$ cat src/inc/pmr_pkg.sv
package pmr_pkg;

  // Register addresses on the special-register port.
  localparam logic [7:0] PMR_ADDR_POWER_MODE  = 8'h87;
  localparam logic [7:0] PMR_ADDR_SUPPLY_MON  = 8'hFF;
  localparam logic [7:0] PMR_ADDR_RESET_CAUSE = 8'hEF;

  // Field positions of the power mode control register.
  localparam int PMC_IDLE_BIT  = 0;
  localparam int PMC_STOP_BIT  = 1;
  localparam int PMC_FLAGS_LSB = 2;

  // Field positions of the supply monitor control register.
  localparam int SMC_ENABLE_BIT = 7;
  localparam int SMC_STATUS_BIT = 6;
  localparam int SMC_LEVEL_BIT  = 5;

  // Field positions of the reset cause register.
  localparam int RC_POWER_UP_BIT = 1;
  localparam int RC_SOFT_BIT     = 4;
  localparam int RC_FLASH_BIT    = 6;

  // Reset values.
  localparam logic [7:0] PMC_RESET         = 8'h00;
  localparam logic [5:0] SW_FLAGS_RESET    = 6'h00;
  localparam logic       MON_ENABLE_POR    = 1'b1;
  localparam logic       MON_HIGH_POR      = 1'b0;
  localparam logic       MON_SOURCE_POR    = 1'b1;
  localparam logic [7:0] PORT_LATCH_RESET  = 8'hFF;
  localparam logic [15:0] FETCH_START_ADDR = 16'h0000;

  // Timing.
  localparam int CLK_PERIOD_NS      = 5;
  localparam int RESET_PULSE_NS     = 100;
  localparam int RESET_PULSE_CYCLES = (RESET_PULSE_NS + CLK_PERIOD_NS - 1) / CLK_PERIOD_NS;
  localparam logic [4:0] RESET_PULSE_LOAD = 5'(RESET_PULSE_CYCLES - 1);
  localparam int WDT_CLOCK_DIV      = 12;
  localparam logic [3:0] WDT_DIV_LAST = 4'(WDT_CLOCK_DIV - 1);

  typedef enum logic [5:0] {
    ST_POR_HOLD    = 6'h01,
    ST_SUPPLY_HOLD = 6'h02,
    ST_PULSE_HOLD  = 6'h04,
    ST_RUN         = 6'h08,
    ST_IDLE        = 6'h10,
    ST_STOP        = 6'h20
  } pmr_mode_t;

  typedef enum logic [1:0] {
    CAUSE_POWER_ON = 2'h0,
    CAUSE_SUPPLY   = 2'h1,
    CAUSE_FLASH    = 2'h2,
    CAUSE_SOFT     = 2'h3
  } pmr_cause_t;

  typedef struct packed {
    logic [7:0] addr;
    logic [7:0] wdata;
    logic       wr;
    logic       rd;
  } pmr_sfr_req_t;

  typedef struct packed {
    pmr_mode_t  mode;
    pmr_cause_t cause;
    logic [4:0] pulse_cnt;
    logic [3:0] wdt_cnt;
    logic       wdt_tick;
    logic [5:0] software_flags;
    logic       supply_monitor_enable;
    logic       supply_monitor_threshold_select;
    logic       monitor_source;
    logic       power_up_cause_flag;
    logic       soft_flag;
    logic       flash_flag;
    logic [2:0] sup_sync;
    logic       sup_ok;
    logic [2:0] delay_sync;
    logic       delay_ok;
    logic [7:0] rdata;
    logic       exit_pulse;
  } pmr_state_t;

endpackage

$ cat src/core/pmr_power_reset.sv
`timescale 1ns/10ps
module pmr_power_reset
  import pmr_pkg::*;
(
  input  wire logic          clk,
  input  wire logic          reset_n,
  input  wire pmr_sfr_req_t  sfr_req,
  output logic [7:0]         sfr_rdata,
  input  wire logic          supply_above_threshold,
  input  wire logic          power_on_delay_done,
  input  wire logic          flash_write_attempt,
  input  wire logic          irq_pending,
  output logic               cpu_clk_en,
  output logic               periph_clk_en,
  output logic               osc_run,
  output logic               core_reset,
  output logic               irq_timer_disable,
  output logic               sp_reinit,
  output logic               ram_write_block,
  output logic               port_force,
  output logic [7:0]         port_latch_value,
  output logic               port_open_drain,
  output logic               weak_pullup_en,
  output logic               rst_pin_out,
  output logic               rst_pin_oe,
  output logic               reset_exit,
  output logic [15:0]        fetch_addr,
  output logic               clk_sel_internal,
  output logic               wdt_tick,
  output logic               regulator_cal,
  output logic               monitor_enable,
  output logic               monitor_threshold_high
);

  logic [1:0] rst_sync;
  logic       rst_n_int;
  pmr_state_t s;
  pmr_state_t next_s;
  logic       in_reset;
  logic       mon_trip;
  logic       flash_err;
  logic       wr_power_mode;
  logic       wr_supply_mon;
  logic       wr_reset_cause;
  logic       rd_power_mode;
  logic       rd_supply_mon;
  logic       rd_reset_cause;

  always_ff @(posedge clk or negedge reset_n) begin
    if (!reset_n) begin
      rst_sync <= 2'h0;
    end else begin
      rst_sync <= {rst_sync[0], 1'b1};
    end
  end

  assign rst_n_int = rst_sync[1];

  always_comb begin
    wr_power_mode  = 1'b0;
    wr_supply_mon  = 1'b0;
    wr_reset_cause = 1'b0;
    if (sfr_req.wr && (s.mode == ST_RUN)) begin
      if (sfr_req.addr == PMR_ADDR_POWER_MODE) begin
        wr_power_mode = 1'b1;
      end else if (sfr_req.addr == PMR_ADDR_SUPPLY_MON) begin
        wr_supply_mon = 1'b1;
      end else if (sfr_req.addr == PMR_ADDR_RESET_CAUSE) begin
        wr_reset_cause = 1'b1;
      end
    end
  end

  always_comb begin
    rd_power_mode  = 1'b0;
    rd_supply_mon  = 1'b0;
    rd_reset_cause = 1'b0;
    if (sfr_req.rd) begin
      if (sfr_req.addr == PMR_ADDR_POWER_MODE) begin
        rd_power_mode = 1'b1;
      end else if (sfr_req.addr == PMR_ADDR_SUPPLY_MON) begin
        rd_supply_mon = 1'b1;
      end else if (sfr_req.addr == PMR_ADDR_RESET_CAUSE) begin
        rd_reset_cause = 1'b1;
      end
    end
  end

  assign in_reset  = (s.mode == ST_POR_HOLD) || (s.mode == ST_SUPPLY_HOLD)
                     || (s.mode == ST_PULSE_HOLD);
  assign mon_trip  = s.supply_monitor_enable && s.monitor_source && !s.sup_ok;
  assign flash_err = flash_write_attempt
                     && !(s.supply_monitor_enable && s.supply_monitor_threshold_select);

  always_comb begin
    next_s = s;
    next_s.exit_pulse = 1'b0;
    next_s.sup_sync   = {s.sup_sync[1:0], supply_above_threshold};
    next_s.delay_sync = {s.delay_sync[1:0], power_on_delay_done};
    if (s.sup_sync[1] == s.sup_sync[2]) begin
      next_s.sup_ok = s.sup_sync[2];
    end
    if (s.delay_sync[1] == s.delay_sync[2]) begin
      next_s.delay_ok = s.delay_sync[2];
    end
    next_s.wdt_tick = (s.wdt_cnt == WDT_DIV_LAST);
    if (s.wdt_cnt == WDT_DIV_LAST) begin
      next_s.wdt_cnt = 4'h0;
    end else begin
      next_s.wdt_cnt = s.wdt_cnt + 4'h1;
    end

    if (rd_power_mode) begin
      next_s.rdata = {s.software_flags, 2'b00};
    end else if (rd_supply_mon) begin
      next_s.rdata = 8'h00;
      next_s.rdata[SMC_ENABLE_BIT] = s.supply_monitor_enable;
      next_s.rdata[SMC_STATUS_BIT] = s.sup_ok;
      next_s.rdata[SMC_LEVEL_BIT]  = s.supply_monitor_threshold_select;
    end else if (rd_reset_cause) begin
      next_s.rdata = 8'h00;
      next_s.rdata[RC_POWER_UP_BIT] = s.power_up_cause_flag;
      next_s.rdata[RC_SOFT_BIT]     = s.soft_flag;
      next_s.rdata[RC_FLASH_BIT]    = s.flash_flag;
    end else if (sfr_req.rd) begin
      next_s.rdata = 8'h00;
    end

    if (wr_power_mode) begin
      next_s.software_flags = sfr_req.wdata[7:PMC_FLAGS_LSB];
    end
    if (wr_supply_mon) begin
      next_s.supply_monitor_enable           = sfr_req.wdata[SMC_ENABLE_BIT];
      next_s.supply_monitor_threshold_select = sfr_req.wdata[SMC_LEVEL_BIT];
    end
    if (wr_reset_cause) begin
      next_s.monitor_source = sfr_req.wdata[RC_POWER_UP_BIT];
    end

    case (s.mode)
      ST_POR_HOLD: begin
        if (s.delay_ok && s.sup_ok) begin
          next_s.mode                = ST_RUN;
          next_s.exit_pulse          = 1'b1;
          next_s.power_up_cause_flag = 1'b1;
          next_s.soft_flag           = 1'b0;
          next_s.flash_flag          = 1'b0;
        end
      end
      ST_SUPPLY_HOLD: begin
        if (!mon_trip) begin
          next_s.mode                = ST_RUN;
          next_s.exit_pulse          = 1'b1;
          next_s.power_up_cause_flag = 1'b0;
          next_s.soft_flag           = 1'b0;
          next_s.flash_flag          = 1'b0;
        end
      end
      ST_PULSE_HOLD: begin
        if (mon_trip) begin
          next_s.mode  = ST_SUPPLY_HOLD;
          next_s.cause = CAUSE_SUPPLY;
        end else if (s.pulse_cnt == 5'h00) begin
          next_s.mode                = ST_RUN;
          next_s.exit_pulse          = 1'b1;
          next_s.power_up_cause_flag = 1'b0;
          next_s.soft_flag           = (s.cause == CAUSE_SOFT);
          next_s.flash_flag          = (s.cause == CAUSE_FLASH);
        end else begin
          next_s.pulse_cnt = s.pulse_cnt - 5'h01;
        end
      end
      ST_RUN: begin
        if (wr_power_mode && sfr_req.wdata[PMC_STOP_BIT]) begin
          next_s.mode = ST_STOP;
        end else if (wr_power_mode && sfr_req.wdata[PMC_IDLE_BIT]) begin
          next_s.mode = ST_IDLE;
        end
      end
      ST_IDLE: begin
        if (irq_pending) begin
          next_s.mode = ST_RUN;
        end
      end
      ST_STOP: begin
        next_s.mode = ST_STOP;
      end
      default: begin
        next_s.mode = ST_POR_HOLD;
      end
    endcase

    if (!in_reset) begin
      if (mon_trip) begin
        next_s.mode  = ST_SUPPLY_HOLD;
        next_s.cause = CAUSE_SUPPLY;
      end else if (flash_err && (s.mode == ST_RUN)) begin
        next_s.mode      = ST_PULSE_HOLD;
        next_s.cause     = CAUSE_FLASH;
        next_s.pulse_cnt = RESET_PULSE_LOAD;
      end else if (wr_reset_cause && sfr_req.wdata[RC_SOFT_BIT]) begin
        next_s.mode      = ST_PULSE_HOLD;
        next_s.cause     = CAUSE_SOFT;
        next_s.pulse_cnt = RESET_PULSE_LOAD;
      end
      if (mon_trip || (flash_err && (s.mode == ST_RUN))
          || (wr_reset_cause && sfr_req.wdata[RC_SOFT_BIT])) begin
        next_s.software_flags = SW_FLAGS_RESET;
      end
    end
  end

  always_ff @(posedge clk or negedge rst_n_int) begin
    if (!rst_n_int) begin
      s <= '0;
      s.mode                            <= ST_POR_HOLD;
      s.cause                           <= CAUSE_POWER_ON;
      s.software_flags                  <= PMC_RESET[7:PMC_FLAGS_LSB];
      s.supply_monitor_enable           <= MON_ENABLE_POR;
      s.supply_monitor_threshold_select <= MON_HIGH_POR;
      s.monitor_source                  <= MON_SOURCE_POR;
    end else begin
      s <= next_s;
    end
  end

  assign sfr_rdata              = s.rdata;
  assign cpu_clk_en             = (s.mode == ST_RUN);
  assign periph_clk_en          = (s.mode == ST_RUN) || (s.mode == ST_IDLE);
  assign osc_run                = (s.mode != ST_STOP);
  assign core_reset             = in_reset;
  assign irq_timer_disable      = in_reset;
  assign sp_reinit              = in_reset;
  assign ram_write_block        = in_reset;
  assign port_force             = in_reset;
  assign port_latch_value       = PORT_LATCH_RESET;
  assign port_open_drain        = in_reset;
  assign weak_pullup_en         = 1'b1;
  assign rst_pin_out            = 1'b0;
  assign rst_pin_oe             = (s.mode == ST_POR_HOLD) || (s.mode == ST_SUPPLY_HOLD);
  assign reset_exit             = s.exit_pulse;
  assign fetch_addr             = FETCH_START_ADDR;
  assign clk_sel_internal       = in_reset || s.exit_pulse;
  assign wdt_tick               = s.wdt_tick && (s.mode != ST_STOP) && !in_reset;
  assign regulator_cal          = s.exit_pulse;
  assign monitor_enable         = s.supply_monitor_enable;
  assign monitor_threshold_high = s.supply_monitor_threshold_select;

endmodule

$ cat config.mk
export PLATFORM = sky130hd
export DESIGN_NAME = pmr_power_reset
export DESIGN_NICKNAME = d
export VERILOG_FILES = /design/src/inc/pmr_pkg.sv /design/src/core/pmr_power_reset.sv
export SDC_FILE = /design/constraint.sdc
export NUM_CORES = 1
export LEC_CHECK = 0
export ABC_AREA = 1
export ABC_CLOCK_PERIOD_IN_PS = 2500
export BUFFER_PORTS_ARGS = -buffer_cell sky130_fd_sc_hd__buf_4
export CORE_MARGIN = 4
export CORE_UTILIZATION = 50
export DETAILED_ROUTE_END_ITERATION = 16
export PLACE_DENSITY = 0.77
export SLEW_MARGIN = 20
export SYNTH_ARGS = -nofsm -noshare
export SYNTH_HDL_FRONTEND = slang
export SYNTH_SLANG_ARGS = --single-unit
$ cat constraint.sdc
create_clock -name clk -period 2.5 [get_ports clk]
set_clock_uncertainty 0.1 [all_clocks]
set_input_delay 0 -clock clk [delete_from_list [all_inputs] [get_ports clk]]
set_output_delay 0 -clock clk [all_outputs]
set_load 0.02 [all_outputs]
# Yosys cells after proc, flatten, opt, wreduce, memory -nomap -nowiden

Cells that the tools add are included.

Bits in registers: 49
Latch bits: 0
Bits in writable memories: 0
ROM bits: 0
Bits of input ports: 24
Logic and storage cells: 112
Memories: 0

Add/subtract/negate cells: 2
$mul: 0
Divide/modulo/power cells: 0
Order comparisons: 0
Equal/unequal tests: 19
Shifts and indexed selects: 0
Muxes and demuxes: 47
Bitwise operators: 0
Reductions and logical operators: 25

Operators with widths:

| cell                | number |
|---|---|
| $mux 6              | 10 |
| $mux 8              | 5 |
| $mux 13             | 3 |
| $pmux 6 s6          | 1 |
| $eq 8x8->1 const B  | 3 |
| $mux 1              | 16 |
| $mux 5              | 3 |
| $logic_and 1x1->1   | 12 |
| $mux 3              | 4 |
| $pmux 3 s3          | 1 |
| $mux 7              | 1 |
| $eq 6x1->1 const B  | 1 |
| $eq 6x2->1 const B  | 1 |
| $eq 6x3->1 const B  | 1 |
| $eq 6x4->1 const B  | 1 |
| $eq 6x5->1 const B  | 1 |
| $eq 6x6->1 const B  | 1 |
| $logic_or 1x1->1    | 6 |
| $ne 2x2->1 const B  | 3 |
| $ne 6x6->1 const B  | 1 |
| $logic_not 5->1     | 1 |
| $reduce_and 5->1    | 1 |
| $sub 5x1->5 const B | 1 |
| $add 4x1->4 const B | 1 |
| 10 further kinds    | 14 |

# Longest topological paths before layout

Depth after elaboration: 11
Mapped depth: 10
Gate-level depth less buffers: 10

# Worst setup path before layout

OpenSTA, ideal clock, no wires.

Kind: register to output
Start point: reg s[41] (netlist bit)
End point: out clk_sel_internal
Data arrival time: 1.519 ns
Required time: 2.400 ns
Slack: 0.881 ns
Stages on the path, launching flop included: 8
Path buffers: 0
Path through: dfstp_2 > inv_1 > nor2_1 > nand3_1 > nand2_2 > nor2_2 > inv_1 > or2_1

Word-level cells in the longest chain between the ends: 4
Elaborated cells on any way between the ends: 6
Classes of those cells: 3 x eq/ne; 3 x reduce/logical

Ends and longest elaborated chain:

| element                                         | RTL line               | text |
|---|---|---|
| start: declaration                              | pmr_power_reset.sv:37  | `pmr_state_t s;` |
| start signal: assignment                        | pmr_power_reset.sv:223 | `s <= next_s;` |
| $eq 6x1->1 / $eq 6x2->1 (equally long branches) | n/a                    |  |
| $logic_or 1x1->1 *                              | n/a                    |  |
| net rst_pin_oe                                  | pmr_power_reset.sv:25  | `output logic rst_pin_oe,` |
| $logic_or 1x1->1 *                              | pmr_power_reset.sv:90  | `\|\| (s.mode == ST_PULSE_HOLD);` |
| net core_reset                                  | pmr_power_reset.sv:16  | `output logic core_reset,` |
| $logic_or 1x1->1 *                              | pmr_power_reset.sv:243 | `assign clk_sel_internal = in_reset \|\| s.exit_pulse;` |
| end: declaration                                | pmr_power_reset.sv:28  | `output logic clk_sel_internal,` |

The timed path passes the listed nets; every way through them passes the cells marked *.

# Final worst setup path

Start point: reg s[41] (netlist bit)
End point: out clk_sel_internal

Word-level cells in the longest chain between the ends: 4
Elaborated cells on any way between the ends: 6
Classes of those cells: 3 x eq/ne; 3 x reduce/logical

Ends and longest elaborated chain:

| element                                         | RTL line               | text |
|---|---|---|
| $eq 6x1->1 / $eq 6x2->1 (equally long branches) | pmr_power_reset.sv:89  | `assign in_reset = (s.mode == ST_POR_HOLD) \|\| (s.mode == ST_SUPPLY_HOLD)` |
| $logic_or 1x1->1                                | pmr_power_reset.sv:89  |  |
| $logic_or 1x1->1 *                              | pmr_power_reset.sv:90  |  |
| $logic_or 1x1->1 *                              | pmr_power_reset.sv:243 |  |

Every way passes the cells marked *; elsewhere a longest branch is shown, timed or not.

==> impl_metrics.tcl <==
set metrics [dict create \
    vias_per_cell 4.82 \
    cpPeakStageDelay_ns 0.56 \
    yosys.area.top_type "dfrtp_1" \
    switching_power_w 0.000860 \
    start_util 0.519 \
    synthTopCellsByArea "dfrtp_1, buf_4, nand2_1" \
    final_cell_mix "nand2_1, buf_4, dfrtp_1" \
    timing.fmax_mhz 512 \
    slowest_stage "dfstp_2" \
    power_frac_clock 0.208 \
    cts_root_buf "clkbuf_8" \
    yosysSeqAreaShare 0.449 \
    grt_pass1_wl_um 9050 \
    synth_ff_type "dfrtp_1" \
    setup_tns_ns 0 \
    grt_antenna_before_repair 0 \
    clock_latency_ns 0.30 \
    synth_edf_count 0 \
    switching_share 0.378 \
    grt_overflow_total 0 \
    cp_max_fo 8 \
    vias 2069 \
    outcome "finished clean" \
    maxCapViolations 0 \
    final_common_cell "nand2_1" \
    hold_slack_ns 0.0219 \
    finalWeightedCongestion 0.828 \
    power_frac_comb 0.387 \
    ys_seq_elements 48 \
    cts_buffers 5 \
    period_minus_slack_ns 1.95 \
    syn_area_per_cell_um2 8.83 \
    clkTransAtPathRegs_ns 0.08 \
    cts_tree "yes" \
    wl_per_cell_um 12.7 \
    crit_type "reg2out" \
    cp.depth 7 \
    ir_drop_v 0.000318 \
    htreeDepth 2 \
    powerDensity_nw_per_um2 720 \
    drt.antenna.violating_nets 0 \
    area_delta_synth_final_pct 17.7 \
    crit_family "simple AND/OR/NAND/NOR gates" \
    cts_buffer_depth 2 \
    syn-cell-area_um2 2690 \
    dieArea_um2 6610 \
    async_flop_share 1.00 \
    nets 385 \
    hpwl_um 4170 \
    min_period_over_period 0.781 \
    track_usage 0.179 \
    numClockSinks 48 \
    drt_pass1_iterations 4 \
    hp-class "in2reg" \
    synth_cells 304 \
    ys_warn_count 0 \
    endpoint_kind "output port" \
    setup_viol 0 \
    hold_violations 0 \
    synth_cell_types 36 \
    coreArea_um2 5170 \
    cp_cell_sequence "nor2_2, nand2_4, nor2_8, nor2_2, inv_1, or2_1, buf_4" \
    drive_gt1_frac 0.240 \
    worstRegToRegCells 8 \
    synth_top_area_frac 0.419 \
    leakage_nw 1.76 \
    die_w_um 81.3 \
    n_antenna_cell 0 \
    min_path_cells 5 \
    cp_common_cell "nor2_2" \
    drc 0 \
    arrival_ns 1.85 \
    pwr-share-seq 0.405 \
    grt_pass1_vias 1979 \
    cp-start-kind "flip-flop" \
    wl_um 5430 \
    port_buffers 46 \
    die_h_um 81.3 \
    num_io_pins 74 \
    rsz0062_at_grt "false" \
    drv_slew 0 \
    drt-initial-drc-count 138 \
    p_int_w 0.00142 \
    grt_max_degree 32 \
    crit_required_ns 2.40 \
    rows 26 \
    path_buf_inv 2 \
]
[final timing paths]
| path | endpoint | startpoint | slack [ns] |
|---|---|---|---|
| setup reg to reg | s[23] | s[46] | 0.83 |
| max in group asynchronous | s[41] | rst_sync[1] | 1.47 |
| hold reg to reg | monitor_threshold_high | rst_sync[1] | 0.08 |
| min in group asynchronous | monitor_threshold_high | rst_sync[1] | 0.08 |
| hold / removal | sfr_rdata[5] | sfr_req[0] | 0.02 |
| setup / recovery | clk_sel_internal | s[41] | 0.55 |
[worst min-delay path, cell delays in order]
cell	delay (ns)
buf_4	0.11
nand2_1	0.05
inv_1	0.08
nand2_1	0.07
nand3_1	0.06
[power groups by stage]
stage | combinational [W] | sequential [W] | clock [W]
CTS | 0.000882 | 0.000923 | 0.000487
global route | 0.000963 | 0.000935 | 0.000518
detailed placement | 0.000860 | 0.000938 | 0
global placement | 0.000846 | 0.000936 | 0
floorplan | 0.000674 | 0.000933 | 0
finish | 0.000880 | 0.000923 | 0.000473
[metal layers]
metal	wire length [um]	track usage	part of all wire	vias up
li1	-	-	-	1011
met5	0	0	0	-
met1	2300	0.226	0.42	967
met2	2660	0.294	0.49	76
met4	153	0.0878	0.028	0
met3	312	0.0333	0.057	15
[layout make-up]
class | instances | area [um^2]
Multi-Input combinational cell | 201 | 1110
Sequential cell | 48 | 1210
Timing Repair Buffer | 63 | 510
Clock inverter | 1 | 7.51
Inverter | 39 | 149
Fill cell | 450 | 2010
Tap cell | 70 | 87.6
Clock buffer | 7 | 86.3
[state kept, by name (all words and copies together) (netlist names)]
| register | count |
|---|---|
| monitor_enable | 1 |
| monitor_threshold_high | 1 |
| next_s | 4 |
| regulator_cal | 1 |
| rst_sync | 2 |
| s | 32 |
| sfr_rdata | 7 |
[cell usage after synthesis (2+ instances only)]
cell type	n
nand2_1	53
dfrtp_1	45
buf_4	40
inv_1	36
nand3_1	27
nor2_1	23
a21oi_1	11
nand2_4	6
nand4_1	6
nor2_2	6
o21ai_0	6
nand3_2	4
a22o_1	3
a31oi_1	3
dfstp_2	3
ha_1	3
nand3_4	3
xor2_1	3
conb_1	2
maj3_1	2
nor2_8	2
nor3_1	2
o211ai_1	2
[kinds of logic after synthesis]
group                    after synthesis  share of synthesized area
AND/OR/NAND/NOR                      137                      0.281
AO/OA/AOI/OAI                         27                     0.0587
multiplexers                           1                    0.00373
other                                  2                    0.00280
buffers and inverters                 81                      0.173
flip-flops                            48                      0.449
XOR/XNOR                               3                    0.00979
adder cells (fa/ha/maj)                5                     0.0214
[stage by stage]
| step | total power, W | setup WS (ns) | instances | area, um^2 | util |
|---|---|---|---|---|---|
| 6_report | 0.00228 | 0.547 | 429 | 3160 | 0.611 |
| 5_1_grt | 0.00242 | 0.395 | 429 | 3160 | 0.611 |
| 4_1_cts | 0.00229 | 0.535 | 429 | 3160 | 0.611 |
| 3_5_place_dp | 0.00180 | 0.838 | 406 | 2920 | 0.564 |
| 3_3_place_gp | 0.00178 | 0.882 | 406 | 2920 | 0.564 |
| 2_1_floorplan | 0.00161 | 0.881 | 330 | 2780 | - |
[what timing repair did]
action,CTS,global route
hold buffers,15,0
endpoints found under the hold margin,17,0
resized for setup,0,0
buffers inserted,0,0
No activity file was read; power rests on OpenSTA's default activity.
